`src/inc/lsrc_pkg.sv`:
```
// Constants, types and helpers shared by the light sensor result and configuration logic.
// Assumes a single 100 MHz reference clock and a register front end that is already decoded.
//
// Contract
// - Result equals mantissa times 0.01 lux times 2^exponent.
// - Codes 0..11 double full scale, 40.95 to 83865.60.
// - Low twelve bits hold unsigned straight binary magnitude.
// - Mask set with manual range reports exponent zero.
// - Configuration write aborts a running conversion at once.
// - New settings needing conversion start a fresh one.
// - Configuration field layout; bits 8:7 are read-only flags, bits 6:5 read zero.
// - Configuration at offset one resets to C810h.
// - Range 1100b selects automatic range, reported as exponent.
// - Manual range code uses the result exponent encoding.
// - Time bit zero 100 ms, one 800 ms.
// - Short time drops low bits up to 0101b.
// - Result layout and weight independent of conversion time.
// - Mode: 00 shutdown, 01 single, 10/11 continuous.
// - Single shot reads 01 while converting, then clears.
// - Overrange flag re-evaluated on every measurement.
// - Auto overrange below maximum steps up and restarts.
package lsrc_pkg;

  // ----------------------------------------------------------------
  // Register map
  // ----------------------------------------------------------------
  localparam logic [7:0] RESULT_ADDR = 8'h00;
  localparam logic [7:0] CONFIG_ADDR = 8'h01;
  localparam logic [15:0] CONFIG_RESET = 16'hC810;

  // ----------------------------------------------------------------
  // Field positions
  // ----------------------------------------------------------------
  localparam int EXP_LSB = 12;
  localparam int RANGE_LSB = 12;
  localparam int TIME_BIT = 11;
  localparam int MODE_LSB = 9;
  localparam int OVF_BIT = 8;
  localparam int DONE_BIT = 7;
  localparam int MASK_BIT = 2;
  localparam int HOST_LOW_MSB = 4;

  // ----------------------------------------------------------------
  // Codes and limits
  // ----------------------------------------------------------------
  localparam logic [3:0] RANGE_AUTO = 4'hC;
  localparam logic [3:0] RANGE_MAX = 4'hB;
  localparam logic [3:0] RANGE_MIN = 4'h0;
  localparam logic [1:0] MODE_SHUTDOWN = 2'h0;
  localparam logic [1:0] MODE_SINGLE = 2'h1;
  localparam logic [11:0] MANT_MAX = 12'hFFF;
  localparam int MANT_WIDTH = 12;
  // Light level arrives in hundredths of a lux, the weight of one count at exponent zero.
  localparam int LEVEL_WIDTH = 23;

  // ----------------------------------------------------------------
  // Timing
  // ----------------------------------------------------------------
  localparam int REF_CLK_HZ = 100_000_000;
  localparam int SHORT_TIME_MS = 100;
  localparam int LONG_TIME_MS = 800;
  localparam int SHORT_CYCLES = SHORT_TIME_MS * (REF_CLK_HZ / 1000);
  localparam int LONG_CYCLES = LONG_TIME_MS * (REF_CLK_HZ / 1000);
  localparam int TIMER_WIDTH = 27;

  // ----------------------------------------------------------------
  // Types
  // ----------------------------------------------------------------
  typedef struct packed {
    logic write;
    logic read;
    logic [7:0] addr;
    logic [15:0] wrData;
  } lsrc_reg_req_type;

  typedef enum logic [1:0] {
    ST_IDLE = 2'b01,
    ST_INTEG = 2'b10
  } lsrc_state_type;

  // Bits of effective resolution lost with the short conversion time.
  function automatic logic [1:0] resolution_loss(input logic [3:0] exponent);
    if (exponent == 4'h0) begin
      return 2'h3;
    end else if (exponent <= 4'h4) begin
      return 2'h2;
    end else if (exponent == 4'h5) begin
      return 2'h1;
    end
    return 2'h0;
  endfunction

endpackage

```
`src/logic/lsrc_formatter.sv`:
```
// Turns a light level into mantissa, fit flag and best automatic range.
// Assumes the level is in hundredths of a lux and stable while it is read.
module lsrc_formatter #(
  parameter int LEVEL_WIDTH = lsrc_pkg::LEVEL_WIDTH
) (
  // Measurement
  input wire logic [LEVEL_WIDTH-1:0] level,
  input wire logic [3:0] exponent,
  input wire logic shortTime,
  // Formatted view
  output logic [11:0] mantissa,
  output logic fits,
  output logic [3:0] bestExp
);

  if (LEVEL_WIDTH <= lsrc_pkg::MANT_WIDTH || LEVEL_WIDTH > 24) begin : g_check
    $error("lsrc_formatter: LEVEL_WIDTH must lie between 13 and 24");
  end

  // ----------------------------------------------------------------
  // Scaling
  // ----------------------------------------------------------------
  function automatic logic fits_in(input logic [LEVEL_WIDTH-1:0] lvl, input logic [3:0] e);
    logic [LEVEL_WIDTH-1:0] s;
    s = lvl >> e;
    return s[LEVEL_WIDTH-1:lsrc_pkg::MANT_WIDTH] == '0;
  endfunction

  localparam logic [11:0] MANT_MAX_MASK = 12'hFFF;
  logic [LEVEL_WIDTH-1:0] scaled;
  logic [11:0] lowMask;

  always_comb begin
    scaled = level >> exponent;
    fits = fits_in(level, exponent);
    // The loss mask depends only on the range and the time bit, so the weight per count stays put.
    lowMask = shortTime ? (MANT_MAX_MASK << lsrc_pkg::resolution_loss(exponent)) : 12'hFFF;
    mantissa = (fits ? scaled[11:0] : lsrc_pkg::MANT_MAX) & lowMask;
  end

  always_comb begin
    bestExp = lsrc_pkg::RANGE_MAX;
    for (int e = 11; e >= 0; e--) begin
      if (fits_in(level, 4'(e))) begin
        bestExp = 4'(e);
      end
    end
  end

endmodule

```
`src/logic/lsrc_light_sensor.sv`:
```
// Measurement control, result register and configuration register of the light sensor.
// Assumes a serial front end that presents decoded register requests on ref_clk,
// and an integrating converter on the same clock that reports the level and overloads.
module lsrc_light_sensor #(
  parameter int SHORT_CYCLES = lsrc_pkg::SHORT_CYCLES,
  parameter int LONG_CYCLES = lsrc_pkg::LONG_CYCLES,
  parameter int LEVEL_WIDTH = lsrc_pkg::LEVEL_WIDTH
) (
  // Clock and reset
  input wire logic ref_clk,
  input wire logic reset,
  // Register requests from the serial front end
  input wire lsrc_pkg::lsrc_reg_req_type regReq,
  output logic [15:0] regRdData,
  output logic regRdValid,
  // Integrating converter
  input wire logic [LEVEL_WIDTH-1:0] lightLevel,
  input wire logic overloadSpike,
  output logic integrating,
  output logic integrationLong,
  output logic integratorClear,
  output logic [3:0] activeRangeOut
);

  // ----------------------------------------------------------------
  // Elaboration checks
  // ----------------------------------------------------------------
  localparam int TW = lsrc_pkg::TIMER_WIDTH;

  if (SHORT_CYCLES < 1 || LONG_CYCLES < 1) begin : g_time_check
    $error("lsrc_light_sensor: conversion times must be at least one cycle");
  end
  if (SHORT_CYCLES > (1 << TW) || LONG_CYCLES > (1 << TW)) begin : g_width_check
    $error("lsrc_light_sensor: conversion time exceeds the timer width");
  end

  localparam logic [TW-1:0] SHORT_LOAD = TW'(SHORT_CYCLES - 1);
  localparam logic [TW-1:0] LONG_LOAD = TW'(LONG_CYCLES - 1);

  // ----------------------------------------------------------------
  // State
  // ----------------------------------------------------------------
  lsrc_pkg::lsrc_state_type state_q;
  logic [3:0] rangeSel_q;
  logic longTime_q;
  logic [1:0] mode_q;
  logic [4:0] hostLow_q;
  logic ovf_q;
  logic done_q;
  logic [15:0] result_q;
  logic [TW-1:0] timer_q;
  logic [3:0] autoRange_q;
  logic spikeSeen_q;
  logic upranged_q;
  logic [15:0] rdData_q;
  logic rdValid_q;
  logic clear_q;

  // ----------------------------------------------------------------
  // Request decode
  // ----------------------------------------------------------------
  logic cfgWrite;
  logic cfgRead;
  logic [3:0] newRange;
  logic newLong;
  logic [1:0] newMode;
  logic newConv;

  always_comb begin
    cfgWrite = regReq.write && (regReq.addr == lsrc_pkg::CONFIG_ADDR);
    cfgRead = regReq.read && (regReq.addr == lsrc_pkg::CONFIG_ADDR);
    newRange = regReq.wrData[lsrc_pkg::RANGE_LSB +: 4];
    newLong = regReq.wrData[lsrc_pkg::TIME_BIT];
    newMode = regReq.wrData[lsrc_pkg::MODE_LSB +: 2];
    newConv = newMode != lsrc_pkg::MODE_SHUTDOWN;
  end

  // ----------------------------------------------------------------
  // Range in use
  // ----------------------------------------------------------------
  // Reserved codes above the automatic code fall back to automatic ranging,
  // so a stray value still yields a meaningful exponent.
  logic autoMode;
  logic [3:0] activeRange;
  logic maskExp;

  always_comb begin
    autoMode = rangeSel_q >= lsrc_pkg::RANGE_AUTO;
    activeRange = autoMode ? autoRange_q : rangeSel_q;
    maskExp = hostLow_q[lsrc_pkg::MASK_BIT] && !autoMode;
  end

  // ----------------------------------------------------------------
  // Formatting
  // ----------------------------------------------------------------
  logic [11:0] mantissa;
  logic fits;
  logic [3:0] bestExp;

  lsrc_formatter #(
    .LEVEL_WIDTH(LEVEL_WIDTH)
  ) u_formatter (
    .level(lightLevel),
    .exponent(activeRange),
    .shortTime(!longTime_q),
    .mantissa(mantissa),
    .fits(fits),
    .bestExp(bestExp)
  );

  // ----------------------------------------------------------------
  // Conversion events
  // ----------------------------------------------------------------
  logic timerDone;
  logic autoUp;
  logic measDone;
  logic loadTimer;
  logic loadLong;

  always_comb begin
    timerDone = (state_q == lsrc_pkg::ST_INTEG) && (timer_q == '0);
    // An overload in automatic mode below the top range aborts and steps up.
    autoUp = (state_q == lsrc_pkg::ST_INTEG) && !cfgWrite && autoMode
      && (autoRange_q < lsrc_pkg::RANGE_MAX)
      && (overloadSpike || (timerDone && !fits));
    measDone = timerDone && !cfgWrite && !autoUp;
    loadTimer = (cfgWrite && newConv) || autoUp
      || (measDone && (mode_q != lsrc_pkg::MODE_SINGLE));
    loadLong = cfgWrite ? newLong : longTime_q;
  end

  // ----------------------------------------------------------------
  // Sequencer
  // ----------------------------------------------------------------
  always_ff @(posedge ref_clk or posedge reset) begin
    if (reset) begin
      state_q <= lsrc_pkg::ST_IDLE;
    end else begin
      case (state_q)
        lsrc_pkg::ST_IDLE: begin
          if (cfgWrite && newConv) begin
            state_q <= lsrc_pkg::ST_INTEG;
          end
        end
        lsrc_pkg::ST_INTEG: begin
          if (cfgWrite) begin
            state_q <= newConv ? lsrc_pkg::ST_INTEG : lsrc_pkg::ST_IDLE;
          end else if (measDone && (mode_q == lsrc_pkg::MODE_SINGLE)) begin
            state_q <= lsrc_pkg::ST_IDLE;
          end
        end
        default: begin
          state_q <= lsrc_pkg::ST_IDLE;
        end
      endcase
    end
  end

  always_ff @(posedge ref_clk or posedge reset) begin
    if (reset) begin
      timer_q <= '0;
    end else if (loadTimer) begin
      timer_q <= loadLong ? LONG_LOAD : SHORT_LOAD;
    end else if (state_q == lsrc_pkg::ST_INTEG && timer_q != '0) begin
      timer_q <= timer_q - 1'b1;
    end
  end

  always_ff @(posedge ref_clk or posedge reset) begin
    if (reset) begin
      clear_q <= 1'b0;
    end else begin
      clear_q <= loadTimer;
    end
  end

  // ----------------------------------------------------------------
  // Configuration fields written by the host
  // ----------------------------------------------------------------
  always_ff @(posedge ref_clk or posedge reset) begin
    if (reset) begin
      rangeSel_q <= lsrc_pkg::CONFIG_RESET[lsrc_pkg::RANGE_LSB +: 4];
      longTime_q <= lsrc_pkg::CONFIG_RESET[lsrc_pkg::TIME_BIT];
      hostLow_q <= lsrc_pkg::CONFIG_RESET[lsrc_pkg::HOST_LOW_MSB:0];
    end else if (cfgWrite) begin
      rangeSel_q <= newRange;
      longTime_q <= newLong;
      hostLow_q <= regReq.wrData[lsrc_pkg::HOST_LOW_MSB:0];
    end
  end

  // Single shot clears itself only when the conversion really completes.
  always_ff @(posedge ref_clk or posedge reset) begin
    if (reset) begin
      mode_q <= lsrc_pkg::CONFIG_RESET[lsrc_pkg::MODE_LSB +: 2];
    end else if (cfgWrite) begin
      mode_q <= newMode;
    end else if (measDone && (mode_q == lsrc_pkg::MODE_SINGLE)) begin
      mode_q <= lsrc_pkg::MODE_SHUTDOWN;
    end
  end

  // ----------------------------------------------------------------
  // Automatic ranging
  // ----------------------------------------------------------------
  // After a clean result the next conversion starts in the best fitting range,
  // which lets the range also come down when the light drops.
  always_ff @(posedge ref_clk or posedge reset) begin
    if (reset) begin
      autoRange_q <= lsrc_pkg::RANGE_MIN;
    end else if (autoUp) begin
      autoRange_q <= autoRange_q + 4'h1;
    end else if (measDone && autoMode) begin
      autoRange_q <= bestExp;
    end
  end

  always_ff @(posedge ref_clk or posedge reset) begin
    if (reset) begin
      upranged_q <= 1'b0;
    end else if (cfgWrite || measDone) begin
      upranged_q <= 1'b0;
    end else if (autoUp) begin
      upranged_q <= 1'b1;
    end
  end

  // A short spike inside a manual conversion is remembered until the result.
  always_ff @(posedge ref_clk or posedge reset) begin
    if (reset) begin
      spikeSeen_q <= 1'b0;
    end else if (loadTimer) begin
      spikeSeen_q <= 1'b0;
    end else if (state_q == lsrc_pkg::ST_INTEG && overloadSpike) begin
      spikeSeen_q <= 1'b1;
    end
  end

  // ----------------------------------------------------------------
  // Result and status
  // ----------------------------------------------------------------
  always_ff @(posedge ref_clk or posedge reset) begin
    if (reset) begin
      result_q <= 16'h0000;
    end else if (measDone) begin
      result_q[lsrc_pkg::EXP_LSB +: 4] <= maskExp ? 4'h0 : activeRange;
      result_q[11:0] <= mantissa;
    end
  end

  always_ff @(posedge ref_clk or posedge reset) begin
    if (reset) begin
      ovf_q <= 1'b0;
    end else if (measDone) begin
      ovf_q <= !fits || overloadSpike || spikeSeen_q || upranged_q;
    end
  end

  // Completion sets the ready flag; a read of the configuration clears it,
  // and a completion in the same cycle wins.
  always_ff @(posedge ref_clk or posedge reset) begin
    if (reset) begin
      done_q <= 1'b0;
    end else if (measDone) begin
      done_q <= 1'b1;
    end else if (cfgRead) begin
      done_q <= 1'b0;
    end
  end

  // ----------------------------------------------------------------
  // Register reads
  // ----------------------------------------------------------------
  logic [15:0] cfgView;

  always_comb begin
    cfgView = 16'h0000;
    cfgView[lsrc_pkg::RANGE_LSB +: 4] = rangeSel_q;
    cfgView[lsrc_pkg::TIME_BIT] = longTime_q;
    cfgView[lsrc_pkg::MODE_LSB +: 2] = mode_q;
    cfgView[lsrc_pkg::OVF_BIT] = ovf_q;
    cfgView[lsrc_pkg::DONE_BIT] = done_q;
    cfgView[lsrc_pkg::HOST_LOW_MSB:0] = hostLow_q;
  end

  always_ff @(posedge ref_clk or posedge reset) begin
    if (reset) begin
      rdData_q <= 16'h0000;
    end else if (regReq.read) begin
      case (regReq.addr)
        lsrc_pkg::RESULT_ADDR: begin
          rdData_q <= result_q;
        end
        lsrc_pkg::CONFIG_ADDR: begin
          rdData_q <= cfgView;
        end
        default: begin
          rdData_q <= 16'h0000;
        end
      endcase
    end
  end

  always_ff @(posedge ref_clk or posedge reset) begin
    if (reset) begin
      rdValid_q <= 1'b0;
    end else begin
      rdValid_q <= regReq.read;
    end
  end

  // ----------------------------------------------------------------
  // Outputs
  // ----------------------------------------------------------------
  always_comb begin
    regRdData = rdData_q;
    regRdValid = rdValid_q;
    integrating = state_q == lsrc_pkg::ST_INTEG;
    integrationLong = longTime_q;
    integratorClear = clear_q;
    activeRangeOut = activeRange;
  end

endmodule

```
`config.mk`:
```
export PLATFORM = sky130hd
export DESIGN_NAME = lsrc_light_sensor
export DESIGN_NICKNAME = d
export VERILOG_FILES = /design/src/inc/lsrc_pkg.sv /design/src/logic/lsrc_formatter.sv /design/src/logic/lsrc_light_sensor.sv
export SDC_FILE = /design/constraint.sdc
export NUM_CORES = 1
export LEC_CHECK = 0
export BUFFER_PORTS_ARGS = -buffer_cell sky130_fd_sc_hd__buf_2
export CORE_MARGIN = 4
export CORE_UTILIZATION = 40
export CTS_BUF_LIST = sky130_fd_sc_hd__clkbuf_8
export DETAILED_ROUTE_END_ITERATION = 8
export PLACE_DENSITY = 0.63
export SLEW_MARGIN = 25
export SYNTH_ARGS = -nofsm -noshare
export SYNTH_HDL_FRONTEND = slang
export SYNTH_HIERARCHICAL = 1
export SYNTH_SLANG_ARGS = --single-unit
```
`constraint.sdc`:
```
create_clock -name ref_clk -period 5.3 [get_ports ref_clk]
set_input_delay 0.53 -clock ref_clk [delete_from_list [all_inputs] [get_ports ref_clk]]
set_output_delay 0.53 -clock ref_clk [all_outputs]
set_load 0.005 [all_outputs]
```
==> run_results.csv, run 1 <==
group,metric,value,unit
status,outcome,"finished clean",
sta,fin_tns_setup,0,ps
synth,avgSynthCellArea,9.88,um^2
floorplanning,dieArea,0.0154,mm^2
grt,antenna_found_initial,0,
place,place.gp.congestion,0.851,
route,wire_per_inst,16.6,um
cts,htreeDepth,3,
floorplanning,die_x,124,um
layout,antenna_cells,0,
sta,min_period_over_period,0.830,
sta,rsz0062_at_grt,"false",
sta,worstMarginPinSlew,780,ps
place,place.port_buffers,71,
synth,ys.flop_type,"dfrtp_1",
layout,nets,665,
power,totalPowerFinal,1.41,mW
sta,skew,8.14,ps
synth,synthXorXnorAreaFrac,0.0407,
grt,grtUsageTotal,0.179,
cts,cts_hold_buffers,0,
setup_path,crit_arrival,4690,ps
run,max-cap-violations,0,
setup_path,endpoint,"timer_q[14]",
floorplanning,start_util,0.408,
route,wl,13100,um
setup_path,end_kind,"flop",
setup_path,path_class,"reg -> reg",
layout,final_common_cell,"dfrtp_1",
synth,yosys_warnings,6,
synth,synth_nets,602,
power,p_per_area,232,mW/mm^2
layout,drive_gt1_frac,0.266,
layout,area_delta_synth_final,13.0,%
synth,synth_compound_area_frac,0.125,
worst_hold_path,min_path_type,"in -> reg",
grt,overflow,0,
cts,root_buffer,"clkbuf_8",
route,viasPerCell,5.56,
synth,synth_fa_ha_area_frac,0.0116,
synth,ys_ff_latch,83,
setup_path,path_max_fanout,27,
synth,syn_inst,545,
route,drt_first_iter_violations,274,
setup_path,critPathLaunchType,"flop",
route,vias,4384,
sta,slew_violations,0,
cts,ctsResizeCount,0,
floorplanning,die_h,124,um
synth,synthesis.area,0.00538,mm^2
route,route.detailed.drc,0,
power,ir_worst_vdd,0.160,mV
power,leakagePower,2.54,nW
cts,cts_setup_buffers,0,
floorplanning,ios,76,
grt,grt_max_degree,84,
sta,finalSetupViolations,0,
sta,finalHoldViolations,0,
setup_path,ff2ff_setup_slack,900,ps
setup_path,startpoint,"rangeSel_q[3]",
layout,final_cell_mix,"78 x dfrtp_1, 71 x buf_2, 61 x nand2_1",
synth,seq_area_frac_synth,0.387,
sta,slew_headroom,0.478,
synth,synthSimpleGateAreaFrac,0.183,
route,dr.pass1.iters,5,
synth,synth.mux.area_fraction,0.211,
place,dpl.hpwl,9560,um
cts,numCtsBuffers,9,
cts,insertion_delay,360,ps
sta,fin_crit,4400,ps
setup_path,worstReg2RegEnd,"timer_q[14]",
grt,grt_first_pass_wirelength,21700,um
sta,max_freq,227,MHz
floorplanning,placementRows,42,
route,postRouteAntennaNets,0,
cts,clockBufferDepth,2,
synth,synth_top_family_by_area,"multiplexers",
setup_path,rr_worst_depth,15,
cts,cts_tree,"done",
layout,finish.utilization,0.461,
setup_path,reg2reg_from,"rangeSel_q[3]",
cts,path_clk_slew,80,ps
synth,synth_edf_count,0,
synth,synth_cell_types,72,
floorplanning,core_area,0.0132,mm^2
grt,grt_pass1_vias,4306,
synth,async_flop_share,1.00,
cts,cts.sinks,83,
setup_path,crit_required,5590,ps
## worst max-delay path: stages, from the launching register on
cell and delay [ps]:
dfstp_2 610, nand2_1 150, mux2_2 690, mux2i_1 590, o221ai_1 190, a211oi_1 300
a31oi_1 190, nor2_4 260, nand2b_1 120, nand3_1 130, buf_4 170, nand3b_1 100
a21oi_1 180, o21a_4 340, inv_2 170, nor2_1 140
## stage by stage
step | std cells | hold WS, ps | worst slack [ps] | area, um^2
6_report | 789 | 290 | 899 | 6080
3_3_place_gp | 773 | 464 | 972 | 5890
4_1_cts | 789 | 274 | 905 | 6080
5_1_grt | 789 | 271 | 500 | 6080
2_1_floorplan | 545 | 449 | 1810 | 5380
3_5_place_dp | 773 | 471 | 936 | 5890
## worst min path at each step
stage / from / to / slack (ps) / depth (start not counted)
after floorplan: result_q[12] / result_q[12] / 450 / 2
final: regReq[24] / regRdValid / 290 / 1
after CTS: regReq[24] / regRdValid / 270 / 1
after global placement: result_q[15] / result_q[15] / 460 / 2
after detailed placement: result_q[14] / result_q[14] / 470 / 2
after global routing: regReq[24] / regRdValid / 270 / 1
## cells by family after synthesis
group / count (synthesis)
buf+inv: 47
simple gates: 186
flops: 83
compound gates: 98
fa+ha+maj: 5
xor+xnor: 25
mux: 101
## layout make-up
type | count | area (um^2)
Fill cell | 1300 | 7110
Inverter | 19 | 72.6
Timing Repair Buffer | 80 | 427
Sequential cell | 83 | 2080
Clock buffer | 10 | 138
Tap cell | 176 | 220
Multi-Input combinational cell | 415 | 3090
Clock inverter | 6 | 56.3
## state kept, by name (all words and copies together), names as in the netlist
name and cells:
hostLow_q 5, rangeSel_q 4, result_q 16, integratorClear 1
integrationLong 1, mode_q 2, spikeSeen_q 1, ovf_q 1
done_q 1, timer_q 27, upranged_q 1, regRdValid 1
regRdData 16, state_q 2, autoRange_q 4
## synthesized netlist by cell type, types with 3 or more instances
master / instances / area (um^2)
nand4_1: 4 / 25.0
dfrtp_1: 78 / 1950
nand2b_1: 4 / 25.0
a211oi_1: 3 / 22.5
xor2_1: 8 / 70.1
o211ai_1: 6 / 45.0
inv_1: 16 / 60.1
ha_1: 5 / 62.6
buf_6: 4 / 45.0
buf_2: 8 / 40.0
o2bb2ai_1: 14 / 123
o21ai_0: 26 / 130
nor3_1: 15 / 75.1
a21oi_1: 22 / 110
nor3b_1: 3 / 22.5
dfstp_2: 5 / 131
or4_1: 4 / 30.0
mux2i_1: 58 / 581
nand3_1: 12 / 60.1
nor4_1: 6 / 37.5
nand3b_1: 3 / 22.5
mux4_2: 6 / 135
mux2_2: 28 / 315
nor3_2: 4 / 40.0
nand2_1: 61 / 229
or3_1: 8 / 50.1
mux2_1: 8 / 90.1
clkbuf_1: 12 / 45.0
nor2_1: 37 / 139
xnor2_1: 17 / 149
## layer usage
metal | GRT usage | share of wire | routed length [um]
met4 | 0.0500 | 0.015 | 199
met5 | 0 | 0 | 0
met3 | 0.0263 | 0.040 | 531
met2 | 0.295 | 0.48 | 6260
met1 | 0.245 | 0.47 | 6130
## where the power goes
group	switching [mW]	total, mW	leakage [nW]	internal, mW
Clock	0.223	0.449	0.103	0.226
Combinational	0.145	0.255	1.43	0.109
Sequential	0.0360	0.708	0.998	0.672
No activity file was read; power rests on OpenSTA's default activity.
==> inputs of run 2 (changes only) <==
--- a/config.mk
+++ b/config.mk
@@ -10,7 +10,7 @@
 export CORE_UTILIZATION = 40
 export CTS_BUF_LIST = sky130_fd_sc_hd__clkbuf_8
 export DETAILED_ROUTE_END_ITERATION = 8
-export PLACE_DENSITY = 0.63
+export PLACE_DENSITY = 0.65
 export SLEW_MARGIN = 25
 export SYNTH_ARGS = -nofsm -noshare
 export SYNTH_HDL_FRONTEND = slang
==> constraint.sdc (replaced) <==
create_clock -name ref_clk -period 3.9 [get_ports ref_clk]
set_input_delay 0.39 -clock ref_clk [delete_from_list [all_inputs] [get_ports ref_clk]]
set_output_delay 0.39 -clock ref_clk [all_outputs]
set_load 0.005 [all_outputs]
==> run 2 against run 1 <==
Effect of this change:
- die area is the same
- clock skew is 2.3 ps higher
- via count shrank 0.52%
- wire length grew 0.87%
- sequential power up 36%
- final area grew 1.5%
- sequential share of layout area decreased by 0.51 points
- critical path depth decreased by 1
- combinational power rose by 41%
- count of clock-buffer cells in the layout shrank 1
- global-route usage hardly changed
- total power grew 35%
- critical path type unchanged
- largest cell class unchanged
- largest power group unchanged
==> run_results.csv, run 2 (synthesis gave the netlist of run 1 again) <==
group,metric,value,unit
grt,antenna_found_initial,0,
place,place.port_buffers,71,
cts,numCtsBuffers,9,
layout,final_cell_area,0.00618,mm^2
power,leakagePower,2.60,nW
setup_path,slowest_stage,"dfstp_2",
floorplanning,ios,76,
route,postRouteAntennaNets,0,
cts,root_buffer,"clkbuf_8",
sta,min_period_over_period,0.948,
setup_path,reg2reg_from,"rangeSel_q[3]",
sta,skew,10.4,ps
cts,cts.sinks,83,
route,drt_first_iter_violations,230,
sta,slew_headroom,0.501,
setup_path,worst-path-buf-inv,1,
route,wire_per_inst,16.5,um
place,dpl.cell_count,783,
setup_path,crit_family,"compound AO/OA/AOI/OAI gates",
layout,area_delta_synth_final,14.7,%
cts,cts_tree,"done",
power,p_per_area,308,mW/mm^2
grt,grtUsageTotal,0.179,
layout,regMostFlops,"timer_q",
route,viasPerCell,5.45,
sta,fin_crit,3700,ps
run,max-cap-violations,0,
layout,drive_gt1_frac,0.277,
setup_path,end_kind,"flop",
cts,cts_setup_buffers,0,
sta,setup_ws,203,ps
floorplanning,die_h,124,um
cts,clockBufferDepth,2,
floorplanning,placementRows,42,
setup_path,ff2ff_setup_slack,200,ps
cts,cts_hold_buffers,0,
setup_path,crit_required,4180,ps
setup_path,rr_worst_depth,14,
layout,final_common_cell,"dfrtp_1",
sta,worstMarginPinSlew,745,ps
worst_hold_path,min_path_type,"in -> async",
route,vias,4361,
sta,slew_violations,0,
setup_path,path_max_fanout,11,
setup_path,path_common_cell,"mux2_4",
setup_path,slowest_delay,600,ps
sta,finalSetupViolations,0,
floorplanning,core_area,0.0132,mm^2
sta,finalHoldViolations,0,
place,dpl.hpwl,9730,um
cts,ctsResizeCount,0,
setup_path,crit_arrival,3980,ps
status,outcome,"finished clean",
layout,largest_reg_flops,27,
grt,grt_pass1_vias,4330,
setup_path,critPathLaunchType,"flop",
cts,path_clk_slew,80,ps
grt,grt_first_pass_wirelength,21900,um
sta,fin_tns_setup,0,ps
power,ir_worst_vdd,0.182,mV
setup_path,crit_cells,14,
layout,nets,676,
layout,final_cell_mix,"78 x dfrtp_1, 71 x buf_2, 61 x nand2_1",
layout,regArea,0.00208,mm^2
route,route.detailed.drc,0,
layout,fillCellCount,1277,
sta,max_freq,270,MHz
cts,htreeDepth,3,
layout,finish.utilization,0.468,
layout,fin_cells,800,
place,place.gp.congestion,0.903,
floorplanning,dieArea,0.0154,mm^2
grt,overflow,0,
cts,insertion_delay,360,ps
layout,multi_input_area,0.00311,mm^2
sta,rsz0062_at_grt,"false",
route,wl,13200,um
floorplanning,start_util,0.408,
setup_path,path_class,"reg -> reg",
setup_path,path_cells,"nand2_1 -> mux2_4 -> mux2_4 -> or2_4 -> a2111oi_4 -> a31oi_1 -> nor2_4 -> nand2b_1 -> nand3_1 -> nand3b_1 -> a21oi_2 -> o21a_4 -> inv_2 -> nor2_1",
setup_path,startpoint,"rangeSel_q[3]",
place,preCtsSetupSlack,206,ps
place,place_area,0.00597,mm^2
layout,antenna_cells,0,
route,dr.pass1.iters,5,
setup_path,endpoint,"timer_q[11]",
grt,grt_max_degree,58,
floorplanning,die_x,124,um
setup_path,worstReg2RegEnd,"timer_q[11]",
run 2: cell count changes in the layout (fill, tap and decap cells not counted), moves of 2 or more:
cell    before  now
mux2_4       1    3
buf_4        8   18
mux2_2      28   26
inv_1       16   18
run 2: final cells by class:
class                           count  area share
Tap cell                          176      0.0357
Timing Repair Buffer               90      0.0827
Sequential cell                    83       0.337
Clock inverter                      7     0.00912
Multi-Input combinational cell    416       0.503
Inverter                           19      0.0120
Clock buffer                        9      0.0201
run 2: worst min-delay path by stage:
| stage | from | end | slack [ps] | cells past startpoint |
|---|---|---|---|---|
| CTS | regReq[24] | regRdValid | 140 | 1 |
| floorplan | regReq[24] | regRdValid | 420 | 0 |
| finish | reset | regRdData[15] | 140 | 2 |
| detailed placement | regRdData[10] | regRdData[10] | 470 | 1 |
| global placement | result_q[14] | result_q[14] | 460 | 2 |
| global route | regReq[24] | regRdValid | 140 | 1 |
run 2: layer usage:
layer	wire length [um]	global-route usage	vias to the layer above
met4	210	0.0637	0
met5	0	0	-
li1	-	-	2124
met2	6140	0.277	93
met3	544	0.0173	15
met1	6350	0.261	2129
run 2: power breakdown:
part / leakage (nW) / total, mW / internal (mW) / switching, mW
Sequential: 0.998 / 0.964 / 0.913 / 0.0507
Clock: 0.107 / 0.581 / 0.286 / 0.295
Combinational: 1.50 / 0.359 / 0.156 / 0.202
Total: 2.60 / 1.90 / 1.36 / 0.548
run 2: metrics by stage:
stage               hold WS [ps]  power (mW)
finish                       143        1.90
detailed placement           469        1.34
global placement             463        1.32
CTS                          138        1.92
global route                 142        2.01
floorplan                    421        1.22
==> inputs of run 3 (changes only) <==
--- a/config.mk
+++ b/config.mk
@@ -5,12 +5,12 @@
 export SDC_FILE = /design/constraint.sdc
 export NUM_CORES = 1
 export LEC_CHECK = 0
-export BUFFER_PORTS_ARGS = -buffer_cell sky130_fd_sc_hd__buf_2
 export CORE_MARGIN = 4
 export CORE_UTILIZATION = 40
 export CTS_BUF_LIST = sky130_fd_sc_hd__clkbuf_8
 export DETAILED_ROUTE_END_ITERATION = 8
-export PLACE_DENSITY = 0.65
+export DONT_BUFFER_PORTS = 1
+export PLACE_DENSITY = 0.6
 export SLEW_MARGIN = 25
 export SYNTH_ARGS = -nofsm -noshare
 export SYNTH_HDL_FRONTEND = slang
==> run 3 against run 2 <==
Effect of this change:
- sequential share of layout area increased by 1.7 points
- register-to-register slack improved by 30 ps
- wire length up 2.8%
- count of clock-buffer cells in the layout unchanged
- via count is 3.6% lower
- maximum frequency increased by 0.82%
- clock skew shrank 1.9 ps
- first-iteration DRC count up 33%
- global-route usage grew 0.21 points
- critical path depth is the same
- core utilization shrank 2.2 points
- critical endpoint is now result_q[10]
- largest cell class unchanged
==> run_results.csv, run 3 (synthesis gave the netlist of run 1 again) <==
group,metric,value,unit
status,outcome,"finished clean",
power,power.switching,548,uW
setup_path,crit_required,4150,ps
layout,regArea,0.00208,mm^2
cts,insertion_delay,370,ps
grt,grtUsageTotal,0.181,
sta,finalHoldViolations,0,
cts,cts_tree,"done",
setup_path,crit_family,"multiplexers",
sta,skew,8.53,ps
cts,cts_hold_buffers,0,
sta,finalSetupViolations,0,
route,met2_length,6670,um
floorplanning,ios,76,
route,wl,13600,um
cts,htreeDepth,3,
layout,fin_cells,735,
grt,overflow,0,
grt,grt_pass1_vias,4210,
route,wl_met1,6280,um
grt,antenna_found_initial,0,
place,place.port_buffers,0,
layout,final_cell_area,0.00589,mm^2
layout,nets,611,
setup_path,crit_arrival,3920,ps
layout,antenna_cells,0,
route,postRouteAntennaNets,0,
power,p_int,1.35,mW
place,dpl.hpwl,9910,um
floorplanning,placementRows,42,
worst_hold_path,hold_depth,0,
cts,cts.sinks,83,
sta,max_freq,273,MHz
setup_path,end_kind,"flop",
route,drt_first_iter_violations,305,
power,power_frac_seq,0.509,
layout,fillCellCount,1301,
setup_path,reg2reg_from,"rangeSel_q[3]",
sta,whs,43.7,ps
route,wire_per_inst,18.5,um
setup_path,slowest_delay,600,ps
place,dpl.cell_count,713,
setup_path,path_class,"reg -> reg",
setup_path,rr_worst_depth,14,
worst_hold_path,holdPathEnd,"regRdValid",
sta,worstMarginPinSlew,884,ps
setup_path,worstReg2RegEnd,"result_q[10]",
run,max-cap-violations,0,
layout,drive_gt1_frac,0.199,
worst_hold_path,min_path_type,"in -> reg",
power,ir_worst_vdd,0.136,mV
sta,slew_violations,0,
power,p_clk_frac,0.325,
layout,area_delta_synth_final,9.32,%
power,leakagePower,2.31,nW
route,viasPerCell,5.72,
sta,fin_tns_setup,0,ps
worst_hold_path,hold_path.startpoint,"regReq[24]",
setup_path,worst-path-buf-inv,3,
cts,clockBufferDepth,2,
floorplanning,die_x,124,um
route,vias,4204,
power,p_per_area,322,mW/mm^2
setup_path,path_max_fanout,19,
sta,min_period_over_period,0.940,
setup_path,slowest_stage,"dfstp_2",
power,pwr-share-comb,0.166,
floorplanning,start_util,0.408,
route,topRoutingLayerUsed,"met4",
grt,grt_max_degree,54,
cts,path_clk_slew,90,ps
sta,slew_headroom,0.410,
power,totalPowerFinal,1.89,mW
sta,fin_crit,3670,ps
grt,grt_first_pass_wirelength,21800,um
layout,final_cell_mix,"78 x dfrtp_1, 61 x nand2_1, 57 x mux2i_1",
layout,final_common_cell,"dfrtp_1",
setup_path,critPathLaunchType,"flop",
place,place_area,0.00562,mm^2
layout,multi_input_area,0.00312,mm^2
layout,largest_reg_flops,27,
place,place.gp.congestion,0.876,
setup_path,path_common_cell,"buf_4",
layout,regMostFlops,"timer_q",
cts,root_buffer,"clkbuf_8",
floorplanning,dieArea,0.0154,mm^2
cts,numCtsBuffers,9,
route,route.detailed.drc,0,
route,dr.pass1.iters,4,
power,switching_share,0.289,
setup_path,ff2ff_setup_slack,230,ps
floorplanning,core_area,0.0132,mm^2
setup_path,path_cells,"nand2_1 -> mux2_4 -> buf_4 -> mux2_2 -> nor3_1 -> a221o_1 -> a31oi_1 -> nor2_4 -> nand2b_1 -> nand3_1 -> buf_4 -> nand3_2 -> buf_4 -> mux2_2",
route,wl_met3,473,um
floorplanning,die_h,124,um
-- run 3: cell count changes in the layout (fill, tap and decap cells not counted), sizes merged --
cell,delta
buf,-65
clkinv,-1
clkinvlp,+2
inv,-1
-- run 3: cell type report --
class                   count  share of cell area
flip-flops and latches     83               0.354
multi-input cells         416               0.529
clock buffers               9              0.0210
well taps                 176              0.0374
inverters                  19              0.0123
clock inverters             7              0.0119
repair buffers             25              0.0340
-- run 3: worst max path at each step --
stage             startpoint           end  cells after the start
2_1_floorplan  rangeSel_q[2]   timer_q[13]                     15
3_5_place_dp   rangeSel_q[3]   timer_q[21]                     15
6_report       rangeSel_q[3]  result_q[10]                     14
3_3_place_gp   rangeSel_q[3]   spikeSeen_q                     15
5_1_grt        rangeSel_q[3]   timer_q[18]                     15
4_1_cts        rangeSel_q[3]   spikeSeen_q                     15
-- run 3: power groups by stage --
stage	registers [mW]	clock network (mW)	logic, mW
2_1_floorplan	0.968	0	0.254
3_3_place_gp	0.976	0	0.300
3_5_place_dp	0.981	0	0.311
4_1_cts	0.964	0.632	0.313
5_1_grt	0.972	0.675	0.353
6_report	0.964	0.614	0.314
-- run 3: per-stage QoR --
step	setup WS, ps	utilization
final	233	0.446
after global routing	-10.4	0.446
after CTS	113	0.441
after detailed placement	149	0.426
after global placement	235	0.426
after floorplan	410	-
-- run 3: per-layer routing --
metal	track usage	vias up
li1	-	1998
met3	0.0295	13
met4	0.0548	0
met2	0.295	86
met5	0	-
met1	0.249	2107
-- run 3: timing repair --
item                                    CTS  global route
endpoints found under the setup margin    0            38
gates resized for setup                   0             4
buffers inserted                          0             5
endpoints found under the hold margin     0             0
-- run 3: worst register-to-register path: stages, from the launching register on --
cell	delay, ps
dfstp_2	600
nand2_1	170
mux2_4	420
buf_4	230
mux2_2	260
nor3_1	60
a221o_1	370
a31oi_1	310
nor2_4	60
nand2b_1	110
nand3_1	100
buf_4	180
nand3_2	70
buf_4	250
mux2_2	370
